===== src/pcim_pkg.sv =====
// Purpose: shared constants for the two-pin control and event block
// Assumes: 32-bit classic wishbone, byte addresses on an 8-bit port
// Notes:   one control word per pin, plus status, mask and data words
package pcim_pkg;

  // ==========================================================================
  // register offsets
  localparam logic [7:0] PCIM_OFS_PIN23_CTL = 8'h68;
  localparam logic [7:0] PCIM_OFS_PIN24_CTL = 8'h6c;
  localparam logic [7:0] PCIM_OFS_IRQ_STAT  = 8'h80;
  localparam logic [7:0] PCIM_OFS_IRQ_MASK  = 8'h84;
  localparam logic [7:0] PCIM_OFS_DOUT      = 8'h88;
  localparam logic [7:0] PCIM_OFS_DIN       = 8'h8c;

  // ==========================================================================
  // control word layout
  localparam int PCIM_B_FWD_MASK = 25;
  localparam int PCIM_B_EVT_HI   = 23;
  localparam int PCIM_B_EVT_LO   = 21;
  localparam int PCIM_B_PEND_EN  = 20;
  localparam int PCIM_B_DRV_HI   = 14;
  localparam int PCIM_B_DRV_LO   = 12;
  localparam int PCIM_B_SPU      = 11;
  localparam int PCIM_B_WPD      = 9;
  localparam int PCIM_B_MPU      = 8;
  localparam int PCIM_B_IEN      = 7;
  localparam int PCIM_B_OEN      = 6;
  localparam int PCIM_B_HYS      = 5;
  localparam int PCIM_B_ADC      = 4;
  localparam int PCIM_B_ROUTE_HI = 3;
  localparam int PCIM_B_ROUTE_LO = 0;

  localparam logic [31:0] PCIM_CTL_WMASK = 32'h02f0_7bff;
  localparam logic [31:0] PCIM_CTL_RESET = 32'h0000_1001;
  localparam logic [1:0]  PCIM_DOUT_RESET = 2'h0;

  localparam logic [3:0] PCIM_ROUTE_GPIO = 4'h1;
  localparam logic [3:0] PCIM_ROUTE_MAX  = 4'h8;

  // ==========================================================================
  // event type codes
  localparam logic [2:0] PCIM_EVT_RISE = 3'h0;
  localparam logic [2:0] PCIM_EVT_FALL = 3'h1;
  localparam logic [2:0] PCIM_EVT_BOTH = 3'h2;
  localparam logic [2:0] PCIM_EVT_HIGH = 3'h3;
  localparam logic [2:0] PCIM_EVT_LOW  = 3'h4;

endpackage


===== src/pcim_evt_det.sv =====
// Purpose: edge and level event detector for one sampled pin
// Assumes: sample is already in the clk domain
// Notes:   reserved type codes never report an event
`timescale 1ns/10ps
module pcim_evt_det (
  input  wire logic       clk,
  input  wire logic       rst,
  input  wire logic       sample,
  input  wire logic [2:0] trig_type,
  output logic            event_hit
);
  import pcim_pkg::*;

  typedef struct packed {
    logic prev;
  } pcim_det_type;

  pcim_det_type det_reg;
  pcim_det_type det_next;

  always_comb begin
    det_next      = det_reg;
    det_next.prev = sample;
    // edges compare current and previous sample, levels use current
    case (trig_type)
      PCIM_EVT_RISE: event_hit = sample & ~det_reg.prev;
      PCIM_EVT_FALL: event_hit = ~sample & det_reg.prev;
      PCIM_EVT_BOTH: event_hit = sample ^ det_reg.prev;
      PCIM_EVT_HIGH: event_hit = sample;
      PCIM_EVT_LOW:  event_hit = ~sample;
      default:       event_hit = 1'b0;
    endcase
  end

  always_ff @(posedge clk or posedge rst) begin
    if (rst) begin
      det_reg <= '0;
    end else begin
      det_reg <= det_next;
    end
  end

endmodule


===== src/pcim_pin_ctl.sv =====
// Purpose: control, pad settings and event interrupts for two pins
// Assumes: classic wishbone slave, one clock, pads asynchronous
// Notes:   index 0 is pin 23, index 1 is pin 24
//
// The implementer's own choice: the Wishbone slave port.
`timescale 1ns/10ps
module pcim_pin_ctl (
  input  wire logic            clk,
  input  wire logic            rst,
  input  wire logic            wb_cyc_i,
  input  wire logic            wb_stb_i,
  input  wire logic            wb_we_i,
  input  wire logic [7:0]      wb_adr_i,
  input  wire logic [3:0]      wb_sel_i,
  input  wire logic [31:0]     wb_dat_i,
  output logic      [31:0]     wb_dat_o,
  output logic                 wb_ack_o,
  input  wire logic [1:0]      pad_in,
  output logic      [1:0]      pad_out,
  output logic      [1:0]      pad_oe_n,
  input  wire logic [1:0]      alt_func_out,
  output logic      [1:0]      pin_in_level,
  output logic      [1:0][2:0] drive_strength_level,
  output logic      [1:0]      strong_pullup_enable,
  output logic      [1:0]      weak_pulldown_enable,
  output logic      [1:0]      medium_pullup_enable,
  output logic      [1:0]      input_path_enable,
  output logic      [1:0]      output_driver_enable,
  output logic      [1:0]      hysteresis_enable,
  output logic                 low_rate_adc_channel_a,
  output logic                 low_rate_adc_channel_b,
  output logic      [1:0][3:0] function_route_select,
  output logic      [1:0]      system_interrupt_controller,
  output logic                 irq
);
  import pcim_pkg::*;

  // ==========================================================================
  // state
  typedef struct packed {
    logic [1:0][31:0] ctl;
    logic [1:0]       pend;
    logic [1:0]       irq_mask;
    logic [1:0]       dout;
    logic [1:0]       pad_out;
    logic [1:0]       pad_oe_n;
    logic             ack;
    logic [31:0]      rdat;
  } pcim_state_type;

  pcim_state_type st_reg;
  pcim_state_type st_next;

  logic [1:0] pin_sync;
  logic [1:0] pin_gated;
  logic [1:0] evt_hit;
  logic       req_new;
  logic       commit;
  logic [1:0] w1c;
  logic [31:0] merged;

  // ==========================================================================
  // helpers
  function automatic logic hit(input logic [7:0] adr, input logic [7:0] ofs);
    hit = (adr[7:2] == ofs[7:2]);
  endfunction

  function automatic logic [31:0] merge(input logic [31:0] old,
                                        input logic [31:0] wd,
                                        input logic [3:0]  sel);
    logic [31:0] m;
    m = old;
    for (int b = 0; b < 4; b++) begin
      if (sel[b]) begin
        m[b*8 +: 8] = wd[b*8 +: 8];
      end
    end
    merge = m;
  endfunction

  // ==========================================================================
  // pad input sampling and event detection
  pcim_sync2 u_sync (
    .clk (clk),
    .rst (rst),
    .d   (pad_in),
    .q   (pin_sync)
  );

  // disabled input path reads low; its events still hit but the IEN term keeps them from pending
  always_comb begin
    for (int i = 0; i < 2; i++) begin
      pin_gated[i] = pin_sync[i] & st_reg.ctl[i][PCIM_B_IEN];
    end
  end

  genvar g;
  generate
    for (g = 0; g < 2; g++) begin : g_det
      pcim_evt_det u_det (
        .clk       (clk),
        .rst       (rst),
        .sample    (pin_gated[g]),
        .trig_type (st_reg.ctl[g][PCIM_B_EVT_HI:PCIM_B_EVT_LO]),
        .event_hit (evt_hit[g])
      );
    end
  endgenerate

  // ==========================================================================
  // next state
  always_comb begin
    st_next = st_reg;
    req_new = wb_cyc_i & wb_stb_i & ~st_reg.ack;
    // writes land at the edge where the master sees ack
    commit  = wb_cyc_i & wb_stb_i & st_reg.ack & wb_we_i;
    w1c     = 2'h0;
    merged  = 32'h0000_0000;
    st_next.ack  = req_new;
    st_next.rdat = 32'h0000_0000;

    if (req_new) begin
      if (hit(wb_adr_i, PCIM_OFS_PIN23_CTL)) begin
        st_next.rdat = st_reg.ctl[0] & PCIM_CTL_WMASK;
      end else if (hit(wb_adr_i, PCIM_OFS_PIN24_CTL)) begin
        st_next.rdat = st_reg.ctl[1] & PCIM_CTL_WMASK;
      end else if (hit(wb_adr_i, PCIM_OFS_IRQ_STAT)) begin
        st_next.rdat = {30'h0, st_reg.pend};
      end else if (hit(wb_adr_i, PCIM_OFS_IRQ_MASK)) begin
        st_next.rdat = {30'h0, st_reg.irq_mask};
      end else if (hit(wb_adr_i, PCIM_OFS_DOUT)) begin
        st_next.rdat = {30'h0, st_reg.dout};
      end else if (hit(wb_adr_i, PCIM_OFS_DIN)) begin
        st_next.rdat = {30'h0, pin_gated};
      end
    end

    if (commit) begin
      if (hit(wb_adr_i, PCIM_OFS_PIN23_CTL)) begin
        merged = merge(st_reg.ctl[0], wb_dat_i, wb_sel_i);
        st_next.ctl[0] = merged & PCIM_CTL_WMASK;
      end else if (hit(wb_adr_i, PCIM_OFS_PIN24_CTL)) begin
        merged = merge(st_reg.ctl[1], wb_dat_i, wb_sel_i);
        st_next.ctl[1] = merged & PCIM_CTL_WMASK;
      end else if (hit(wb_adr_i, PCIM_OFS_IRQ_STAT)) begin
        w1c = wb_sel_i[0] ? wb_dat_i[1:0] : 2'h0;
      end else if (hit(wb_adr_i, PCIM_OFS_IRQ_MASK)) begin
        if (wb_sel_i[0]) begin
          st_next.irq_mask = wb_dat_i[1:0];
        end
      end else if (hit(wb_adr_i, PCIM_OFS_DOUT)) begin
        if (wb_sel_i[0]) begin
          st_next.dout = wb_dat_i[1:0];
        end
      end
    end

    for (int i = 0; i < 2; i++) begin
      // a new event beats a same-cycle clear
      st_next.pend[i] = (st_reg.pend[i] & ~w1c[i]) |
                        (evt_hit[i] & st_reg.ctl[i][PCIM_B_PEND_EN] &
                         st_reg.ctl[i][PCIM_B_IEN]);
      // reserved route codes leave the pad undriven
      st_next.pad_out[i] =
        (st_reg.ctl[i][PCIM_B_ROUTE_HI:PCIM_B_ROUTE_LO] == PCIM_ROUTE_GPIO) ?
        st_reg.dout[i] : alt_func_out[i];
      st_next.pad_oe_n[i] = ~(st_reg.ctl[i][PCIM_B_OEN] &
                              ~st_reg.ctl[i][PCIM_B_ADC] &
                              (st_reg.ctl[i][PCIM_B_ROUTE_HI:PCIM_B_ROUTE_LO]
                               <= PCIM_ROUTE_MAX));
    end
  end

  always_ff @(posedge clk or posedge rst) begin
    if (rst) begin
      st_reg          <= '0;
      st_reg.ctl[0]   <= PCIM_CTL_RESET;
      st_reg.ctl[1]   <= PCIM_CTL_RESET;
      st_reg.dout     <= PCIM_DOUT_RESET;
      st_reg.pad_oe_n <= 2'h3;
    end else begin
      st_reg <= st_next;
    end
  end

  // ==========================================================================
  // outputs
  assign wb_ack_o = st_reg.ack;
  assign wb_dat_o = st_reg.rdat;
  assign pad_out  = st_reg.pad_out;
  assign pad_oe_n = st_reg.pad_oe_n;
  assign pin_in_level = pin_gated;
  assign irq = |(st_reg.pend & st_reg.irq_mask);

  always_comb begin
    for (int i = 0; i < 2; i++) begin
      drive_strength_level[i]  = st_reg.ctl[i][PCIM_B_DRV_HI:PCIM_B_DRV_LO];
      strong_pullup_enable[i]  = st_reg.ctl[i][PCIM_B_SPU];
      weak_pulldown_enable[i]  = st_reg.ctl[i][PCIM_B_WPD];
      medium_pullup_enable[i]  = st_reg.ctl[i][PCIM_B_MPU];
      input_path_enable[i]     = st_reg.ctl[i][PCIM_B_IEN];
      output_driver_enable[i]  = st_reg.ctl[i][PCIM_B_OEN];
      hysteresis_enable[i]     = st_reg.ctl[i][PCIM_B_HYS];
      function_route_select[i] = st_reg.ctl[i][PCIM_B_ROUTE_HI:PCIM_B_ROUTE_LO];
      // request only while enabled, pending and forwarded
      system_interrupt_controller[i] = st_reg.pend[i] &
                                       st_reg.ctl[i][PCIM_B_PEND_EN] &
                                       st_reg.ctl[i][PCIM_B_FWD_MASK];
    end
    // exclusive channel use is left to software
    low_rate_adc_channel_a = st_reg.ctl[0][PCIM_B_ADC];
    low_rate_adc_channel_b = st_reg.ctl[1][PCIM_B_ADC];
  end
endmodule


===== src/pcim_sync2.sv =====
// Purpose: two-flop synchroniser for the two pad inputs
// Assumes: pads are asynchronous to clk
// Notes:   only the second stage is read outside
`timescale 1ns/10ps
module pcim_sync2 (
  input  wire logic       clk,
  input  wire logic       rst,
  input  wire logic [1:0] d,
  output logic      [1:0] q
);
  import pcim_pkg::*;

  typedef struct packed {
    logic [1:0] s1;
    logic [1:0] s2;
  } pcim_sync_type;

  pcim_sync_type sync_reg;
  pcim_sync_type sync_next;

  always_comb begin
    sync_next    = sync_reg;
    sync_next.s1 = d;
    sync_next.s2 = sync_reg.s1;
  end

  always_ff @(posedge clk or posedge rst) begin
    if (rst) begin
      sync_reg <= '0;
    end else begin
      sync_reg <= sync_next;
    end
  end

  assign q = sync_reg.s2;

endmodule


===== config.mk =====
export PLATFORM = sky130hd
export DESIGN_NAME = pcim_pin_ctl
export DESIGN_NICKNAME = d
export VERILOG_FILES = /design/src/pcim_pkg.sv /design/src/pcim_evt_det.sv /design/src/pcim_pin_ctl.sv /design/src/pcim_sync2.sv
export SDC_FILE = /design/constraint.sdc
export NUM_CORES = 1
export LEC_CHECK = 0
export BUFFER_PORTS_ARGS = -buffer_cell sky130_fd_sc_hd__buf_2
export CAP_MARGIN = 25
export CELL_PAD_IN_SITES_DETAIL_PLACEMENT = 1
export CELL_PAD_IN_SITES_GLOBAL_PLACEMENT = 2
export CORE_MARGIN = 3
export CORE_UTILIZATION = 34
export DETAILED_ROUTE_END_ITERATION = 8
export PLACE_DENSITY_LB_ADDON = 0.1
export SYNTH_ARGS = -nofsm -noshare
export SYNTH_HDL_FRONTEND = slang
export SYNTH_SLANG_ARGS = --single-unit

===== constraint.sdc =====
create_clock -name clk -period 6 [get_ports clk]
set_input_delay 1.2 -clock clk [delete_from_list [all_inputs] [get_ports clk]]
set_output_delay 1.2 -clock clk [all_outputs]
set_load 0.03 [all_outputs]

## After elaboration in Yosys (flattened, before gate mapping)

Cells that the tools add are included.
Widths: inputs -> output; s select.

- Latch bits: 0
- Bits in registers: 87
- Output and inout bits: 70
- RAM bits: 0
- Memories kept: 0
- ROM bits: 0
- Logic and storage cells: 110

- Add/sub/neg operators: 0
- Shift operators: 0
- Multipliers: 0
- Mux-type cells: 16
- Bitwise gates (word level): 44
- Equality and inequality tests: 16
- Magnitude comparators: 2
- Divide/modulo/power cells: 0
- Reduce and logical (&&, ||, !) cells: 13

Operators with widths:

| cell | count |
|---|---|
| $mux 26 | 2 |
| $mux 32 | 1 |
| $and 1x1->1 | 24 |
| $eq 6x6->1 const B | 4 |
| $mux 2 | 9 |
| $reduce_and 4->1 | 4 |
| $not 1->1 | 15 |
| $eq 3x2->1 const B | 4 |
| $eq 6x5->1 const B | 2 |
| $reduce_and 3->1 | 4 |
| $pmux 1 s5 | 2 |
| $eq 4x1->1 const B | 2 |
| $le 4x4->1 const B | 2 |
| $reduce_and 7->1 | 1 |
| $eq 3x1->1 const B | 2 |
| $eq 3x3->1 const B | 2 |
| $logic_not 3->1 | 2 |
| $reduce_and 6->1 | 1 |
| $and 2x2->2 | 1 |
| $mux 1 | 2 |
| $or 1x1->1 | 2 |
| $reduce_or 2->1 | 1 |
| $xor 1x1->1 | 2 |

## Depth between registers and ports, before layout

Gate-level depths: netlist of the first run.

- Depth after elaboration: 8
- Gate-level depth with buffers: 8

## By module

A second synthesis of the first run with hierarchy kept.

- Cells, all modules: 293
- Area, all modules: 3709.8 sq um

By module, submodules not included:

| module | cells each | area each (sq um) | times used | seq. area each (sq um) |
|---|---|---|---|---|
| pcim_pin_ctl | 266 | 3395.8 | 1 | 1709.1 |
| pcim_evt_det | 11 | 105.1 | 2 | 25.0 |
| pcim_sync2 | 5 | 103.8 | 1 | 100.1 |

## Worst setup path before layout of the first run

No wires, ideal clock.

- Path kind: input to register
- Start point: input wb_cyc_i
- End point: register st_reg (netlist bit function_route_select[1])
- Stages: 6
- Arrival: 2.295 ns
- Required time: 5.875 ns
- Path slack: 3.581 ns
- Cell sequence: and4_1 -> buf_4 -> and2_1 -> buf_2 -> nand2_2 -> mux2_2

- Cells in the longest elaborated chain, start to end: 4

RTL lines:

| item | line | source |
|---|---|---|
| from (decl) | pcim_pin_ctl.sv:10 | `input wire logic wb_cyc_i,` |
| $and 1x1->1 (3 in a row) | pcim_pin_ctl.sv:116 | `commit = wb_cyc_i & wb_stb_i & st_reg.ack & wb_we_i;` |
| $reduce_and 3->1 (no source line) | - |  |
| to (signal assigned) | pcim_pin_ctl.sv:182 | `st_reg <= st_next;` |
| to (decl) | pcim_pin_ctl.sv:51 | `pcim_state_type st_reg;` |

No other way between the ends.
A chain may end at the register's enable or synchronous reset.

## Final worst setup path of the first run

- Start point: input wb_adr_i[4]
- End point: register st_reg (netlist bit strong_pullup_enable[1])

- Cells in the longest elaborated chain, start to end: 3
- Elaborated cells between the ends (all ways): 4
- Those cells by class: eq/ne (2); bitwise (1); reduce/logical (1)

RTL lines:

| item | line | source |
|---|---|---|
| from (decl) | pcim_pin_ctl.sv:13 | `input wire logic [7:0] wb_adr_i,` |
| $eq 6x5->1 | pcim_pin_ctl.sv:65 | `hit = (adr[7:2] == ofs[7:2]);` |
| $not 1->1 (no source line) | - |  |
| $reduce_and 4->1 (no source line) (*) | - |  |

Every way passes the cells marked *; elsewhere a longest branch is shown, timed or not.

==> results.sh, run 1 <==
export IMPL_largest_reg_flops=19
export IMPL_utilization=0.387
export IMPL_finClkSkew_ns=0.00502
export IMPL_via_per_inst=4.71
export IMPL_post_dp_hpwl_um=5850
export IMPL_clock_latency_ns=0.34
export IMPL_clock_sinks=74
export IMPL_cap_violations=0
export IMPL_num_antenna_cells=0
export IMPL_crit_start="wb_adr_i[4]"
export IMPL_ys_ff_latch=74
export IMPL_cts_made_buffers=9
export IMPL_endpoint="strong_pullup_enable[1]"
export IMPL_synth_simple_area_share=0.0932
export IMPL_cp_start_kind="primary input"
export IMPL_cp_data_required_time_ns=6.23
export IMPL_htree_levels=3
export IMPL_cp_max_fo=19
export IMPL_final_common_cell="buf_2"
export IMPL_worstReg2RegStart="wb_ack_o"
export IMPL_totalWireLength_um=8190
export IMPL_synth_compound_area_frac=0.0771
export IMPL_track_usage=0.141
export IMPL_cts_tree="yes"
export IMPL_synthToLayoutAreaGrowth_pct=9.98
export IMPL_endpoint_kind="flip-flop"
export IMPL_dp_cells=478
export IMPL_syn_area_sq_um=3650
export IMPL_seqCellArea_sq_um=1860
export IMPL_synthCells=309
export IMPL_die_height_um=110
export IMPL_hold_viol=0
export IMPL_die_w_um=110
export IMPL_drt_initial_drc_count=56
export IMPL_critPathKind="in2reg"
export IMPL_synth_area_mux_share=0.141
export IMPL_relSlewSlack=0.655
export IMPL_grt_pass1_wl_um=12700
export IMPL_ys_seq_area_frac=0.509
export IMPL_fp_row_count=37
export IMPL_worstRegToRegCells=4
export IMPL_hold_ws_ns=0.354
export IMPL_yosys_top_cells_area="dfrtp_1, buf_4, mux2_2"
export IMPL_pin_count=123
export IMPL_finalSetupTns_ns=0
export IMPL_clock_fmax_ghz=0.391
export IMPL_multiInputGateArea_sq_um=1240
export IMPL_antenna_left=0
export IMPL_grt_max_degree=75
export IMPL_total_leakage_power_nw=2.08
export IMPL_synth_xor_area_share=0
export IMPL_place_gp_congestion=0.743
export IMPL_yosysUniqueCellTypes=40
export IMPL_synth_edf_count=0
export IMPL_crit_arrival_ns=2.78
export IMPL_period_needed_ns=2.56
export IMPL_drc_errors=0
export IMPL_io_buffers=94
export IMPL_drtPass1Iterations=4
export IMPL_cts_buffer_depth=2
export IMPL_num_fill_cells=1183
export IMPL_report_final_slew_viol_count=0
export IMPL_synth_flop_cell="dfrtp_1"
export IMPL_final_cell_mix="buf_2, dfrtp_1, mux2_2"
export IMPL_rsz0062_at_grt="no"
export IMPL_synth_area_leader_cell="dfrtp_1"
export IMPL_postCtsHoldBufs=0
export IMPL_nets=411
export IMPL_rrSetupSlack_ns=4.18
export IMPL_status="finished clean"
export IMPL_path_clk_slew_ns=0.08
export IMPL_layout_cells_non_filler=495
export IMPL_initial_core_util=0.352
export IMPL_tightest_slew_ns=0.515
export IMPL_avgSynthCellArea_sq_um=11.8
export IMPL_r2r_end="function_route_select[7]"
export IMPL_synth_top_family_by_area="buffers and inverters"
export IMPL_postCtsSetupRepairBufs=0
export IMPL_powerDensity_nw_per_um2=237
export IMPL_routedWlPerCell_um=16.5
export IMPL_antenna_found_initial=0
export IMPL_dieArea_sq_um=12000
export IMPL_synth_top_cell_area_share=0.466
export IMPL_num_vias=2330
export IMPL_grt_ovfl_total=0
export IMPL_synth_fa_ha_area_frac=0.0137
export IMPL_ctsResizeCount=0
export IMPL_finalCritPeriodShare=0.426
export IMPL_root_buffer="clkbuf_8"
export IMPL_setup_viol=0
export IMPL_grt_pass1_vias=2427
export IMPL_hold_class="reg2reg"
export IMPL_synth_warnings=0
export IMPL_drive_gt1_frac=0.476
export IMPL_synthArstFlopShare=1.00
export IMPL_irDropWorstVdd_mv=0.0983
export IMPL_coreArea_sq_um=10400
-- synth_stat cells (all sizes together) (3+ instances only) --
| master | instances |
|---|---|
| dfstp | 6 |
| nor2 | 22 |
| inv | 9 |
| a21oi | 3 |
| and3 | 3 |
| buf | 74 |
| nand3b | 3 |
| nand3 | 11 |
| and2 | 4 |
| mux2 | 44 |
| a22oi | 17 |
| dfrtp | 68 |
| nor4b | 3 |
| o21ai | 3 |
| nand2 | 6 |
| ha | 4 |
| o31ai | 4 |
-- worst min path at each step --
stage                  endpoint  slack, ns  cells past startpoint                 from
global placement    u_sync.q[1]       0.33                      0  u_sync.sync_next[1]
CTS                 u_sync.q[0]       0.36                      0  u_sync.sync_next[0]
detailed placement  u_sync.q[0]       0.34                      0  u_sync.sync_next[0]
finish              u_sync.q[1]       0.35                      0  u_sync.sync_next[1]
floorplan           u_sync.q[0]       0.33                      0  u_sync.sync_next[0]
global route        u_sync.q[1]       0.37                      0  u_sync.sync_next[1]
-- cell families (layout without fill, tap and decap cells) --
family	count (synthesis)	after routing
buf+inv	85	123
flops	74	74
simple gates	60	60
mux	46	46
compound gates	39	39
fa+ha+maj	4	4
other cells	1	13
-- where the power goes --
part / switching, W / internal, W / total, W
clock network: 0.000191 / 0.000193 / 0.000384
registers: 0.00000352 / 0.000503 / 0.000507
logic: 0.0000421 / 0.0000181 / 0.0000602
total: 0.000237 / 0.000714 / 0.000951
-- layer usage --
metal,vias up,part of all wire,global-route usage,wire (um)
met2,66,0.51,0.244,4190
li1,1084,-,-,-
met5,-,0,0,0
met4,0,0.013,0.0427,103
met3,8,0.058,0.0352,471
met1,1172,0.42,0.174,3430
-- worst max-delay path: stages --
cell and delay (ns):
buf_2 0.11, and4bb_1 0.31, and3_1 0.29, buf_4 0.31, nand3_2 0.22, mux2_2 0.33
-- metrics by stage --
stage	setup slack, ns	area [sq um]	total power [W]
after floorplan	2.93	3690	0.000561
after global placement	3.05	3790	0.000575
after detailed placement	3.06	3790	0.000576
after CTS	3.43	3990	0.000967
after global routing	3.35	4010	0.000995
final	3.44	4010	0.000951
-- cell type report --
cell class / count / area share
inverters: 9 / 0.00842
clock buffers: 10 / 0.0318
repair buffers: 98 / 0.130
multi-input cells: 162 / 0.308
clock inverters: 6 / 0.0165
well taps: 136 / 0.0424
flip-flops and latches: 74 / 0.463
(Power assumes the default switching activity.)
==> inputs of run 2 (changes only) <==
ABC_AREA = 1   (was default)
CORE_UTILIZATION = 29   (was 34)
clock period = 2.4 ns   (was 6 ns; I/O delays follow)
==> run 2 against run 1 <==
Effect of this change: wire length grew 17%; flip-flop and latch count did not move; critical path depth shrank 3; sequential share of layout area is 3.6 points lower; count of clock-buffer cells in the layout rose by 4; die area is 22% higher; non-clock buffer count stayed put; highest routed layer unchanged; cell count up 34%; critical path type is now reg2out; global-route usage about the same; clock skew is 0.0014 ns higher.
==> results.sh, run 2 <==
export IMPL_total_leakage_power_nw=2.27
export IMPL_fp_row_count=41
export IMPL_period_needed_ns=1.89
export IMPL_yosysUniqueCellTypes=29
export IMPL_pin_count=123
export IMPL_num_antenna_cells=0
export IMPL_nets=541
export IMPL_drc_errors=0
export IMPL_cts_made_buffers=9
export IMPL_post_dp_hpwl_um=6990
export IMPL_synth_warnings=0
export IMPL_tightest_slew_ns=0.517
export IMPL_dpl_cell_area_sq_um=4060
export IMPL_finClkSkew_ns=0.00642
export IMPL_cp_max_fo=5
export IMPL_synthToLayoutAreaGrowth_pct=13.2
export IMPL_clock_sinks=74
export IMPL_synth_top_cell_area_share=0.442
export IMPL_path_clk_slew_ns=0.06
export IMPL_postCtsSetupRepairBufs=0
export IMPL_htree_levels=3
export IMPL_routedWlPerCell_um=14.5
export IMPL_final_common_cell="nand2_1"
export IMPL_critPathKind="reg2out"
export IMPL_finalCritPeriodShare=0.786
export IMPL_num_vias=2763
export IMPL_synth_area_leader_cell="dfrtp_1"
export IMPL_hold_class="in2async"
export IMPL_die_height_um=121
export IMPL_setup_viol=0
export IMPL_root_buffer="clkbuf_16"
export IMPL_endpoint_kind="primary output"
export IMPL_cts_tree="yes"
export IMPL_cp_data_required_time_ns=1.92
export IMPL_dieArea_sq_um=14700
export IMPL_irDropWorstVdd_mv=0.347
export IMPL_ys_ff_latch=74
export IMPL_hold_viol=0
export IMPL_grt_max_degree=75
export IMPL_place_ws_ns=0.410
export IMPL_cap_violations=0
export IMPL_clock_latency_ns=0.34
export IMPL_ys_seq_area_frac=0.483
export IMPL_worst_slack_ns=0.514
export IMPL_grt_ovfl_total=0
export IMPL_yosys_top_cells_area="dfrtp_1, buf_4, nand2_1"
export IMPL_antenna_found_initial=0
export IMPL_drtPass1Iterations=4
export IMPL_synthCells=436
export IMPL_via_per_inst=4.18
export IMPL_initial_core_util=0.301
export IMPL_clock_fmax_ghz=0.530
export IMPL_synth_most_common_cell="nand2_1"
export IMPL_coreArea_sq_um=12800
export IMPL_ctsResizeCount=0
export IMPL_finalSetupTns_ns=0
export IMPL_drive_gt1_frac=0.303
export IMPL_grt_pass1_vias=2926
export IMPL_drt_initial_drc_count=127
export IMPL_relSlewSlack=0.654
export IMPL_totalWireLength_um=9610
export IMPL_synthArstFlopShare=1.00
export IMPL_cp_start_kind="flip-flop"
export IMPL_powerDensity_nw_per_um2=646
export IMPL_die_w_um=121
export IMPL_syn_area_sq_um=3850
export IMPL_rsz0062_at_grt="no"
export IMPL_synth_edf_count=0
export IMPL_final_cell_mix="nand2_1, buf_2, dfrtp_1"
export IMPL_cts_buffer_depth=2
export IMPL_crit_arrival_ns=1.41
export IMPL_status="finished clean"
export IMPL_track_usage=0.141
export IMPL_yosys_top_cells_count="nand2_1, dfrtp_1, buf_4"
export IMPL_largest_reg_flops=19
export IMPL_p_total_w=0.00281
export IMPL_avgSynthCellArea_sq_um=8.82
export IMPL_report_final_slew_viol_count=0
export IMPL_synth_flop_cell="dfrtp_1"
export IMPL_postCtsHoldBufs=0
export IMPL_io_buffers=94
export IMPL_grt_pass1_wl_um=15700
export IMPL_final_area_sq_um=4350
export IMPL_utilization=0.341
export IMPL_place_gp_congestion=0.720
export IMPL_antenna_left=0
[run 2: cell types whose count changed after synthesis, sizes merged, moves of 5 or more]
cell and change:
nand2 +102, o21ai +47, mux2 -42, inv +40, a21oi +20, a22oi -17
nor2 +5
[run 2: per-layer routing]
| metal | routed length (um) | global-route usage | vias to the layer above |
|---|---|---|---|
| li1 | - | - | 1401 |
| met5 | 0 | 0 | - |
| met2 | 4580 | 0.220 | 65 |
| met1 | 4350 | 0.182 | 1285 |
| met4 | 159 | 0.0588 | 0 |
| met3 | 532 | 0.0457 | 12 |
[run 2: kinds of logic after synthesis]
family / Yosys count / share of synthesized area
compound gates: 80 / 0.119
simple gates: 153 / 0.183
mux: 2 / 0.00585
flops: 74 / 0.483
other cells: 1 / 0.000975
fa+ha+maj: 4 / 0.0130
buf+inv: 122 / 0.195
[run 2: final timing paths]
path / startpoint / to / slack, ns / cells after the start
max in group asynchronous: rst / drive_strength_level[3] / 1.83 / 3
worst min-delay path: rst / output_driver_enable[0] / 0.22 / 3
worst max register to register: input_path_enable[1] / st_reg[42] / 0.68 / 10
worst max-delay path: input_path_enable[1] / pin_in_level[1] / 0.51 / 3
min in group clk: pad_in[1] / u_sync.sync_next[1] / 0.25 / 1
worst min register to register: u_sync.sync_next[0] / u_sync.q[0] / 0.35 / 0
[run 2: area by class of cell]
class | count | area [sq um]
fillers | 1525 | 8420
flip-flops and latches | 74 | 1860
multi-input cells | 252 | 1280
repair buffers | 98 | 513
clock buffers | 14 | 264
well taps | 172 | 215
inverters | 49 | 184
clock inverters | 2 | 35.0
[run 2: stage by stage]
| step | std cells | hold WS [ns] |
|---|---|---|
| after detailed placement | 645 | 0.336 |
| final | 661 | 0.219 |
| after floorplan | 448 | 0.331 |
| after CTS | 661 | 0.227 |
| after global routing | 661 | 0.228 |
| after global placement | 645 | 0.332 |
[run 2: power by group]
group	total, W	switching (W)	internal [W]	leakage [nW]
sequential	0.00127	0.00000744	0.00126	0.987
combinational	0.000177	0.000130	0.0000463	1.13
clock	0.00137	0.000507	0.000861	0.147
total	0.00281	0.000645	0.00217	2.27
[run 2: critical path, cell delays in order (launching register included)]
cell and delay (ns):
dfrtp_1 0.46, nand2_1 0.14, inv_1 0.22, buf_2 0.25
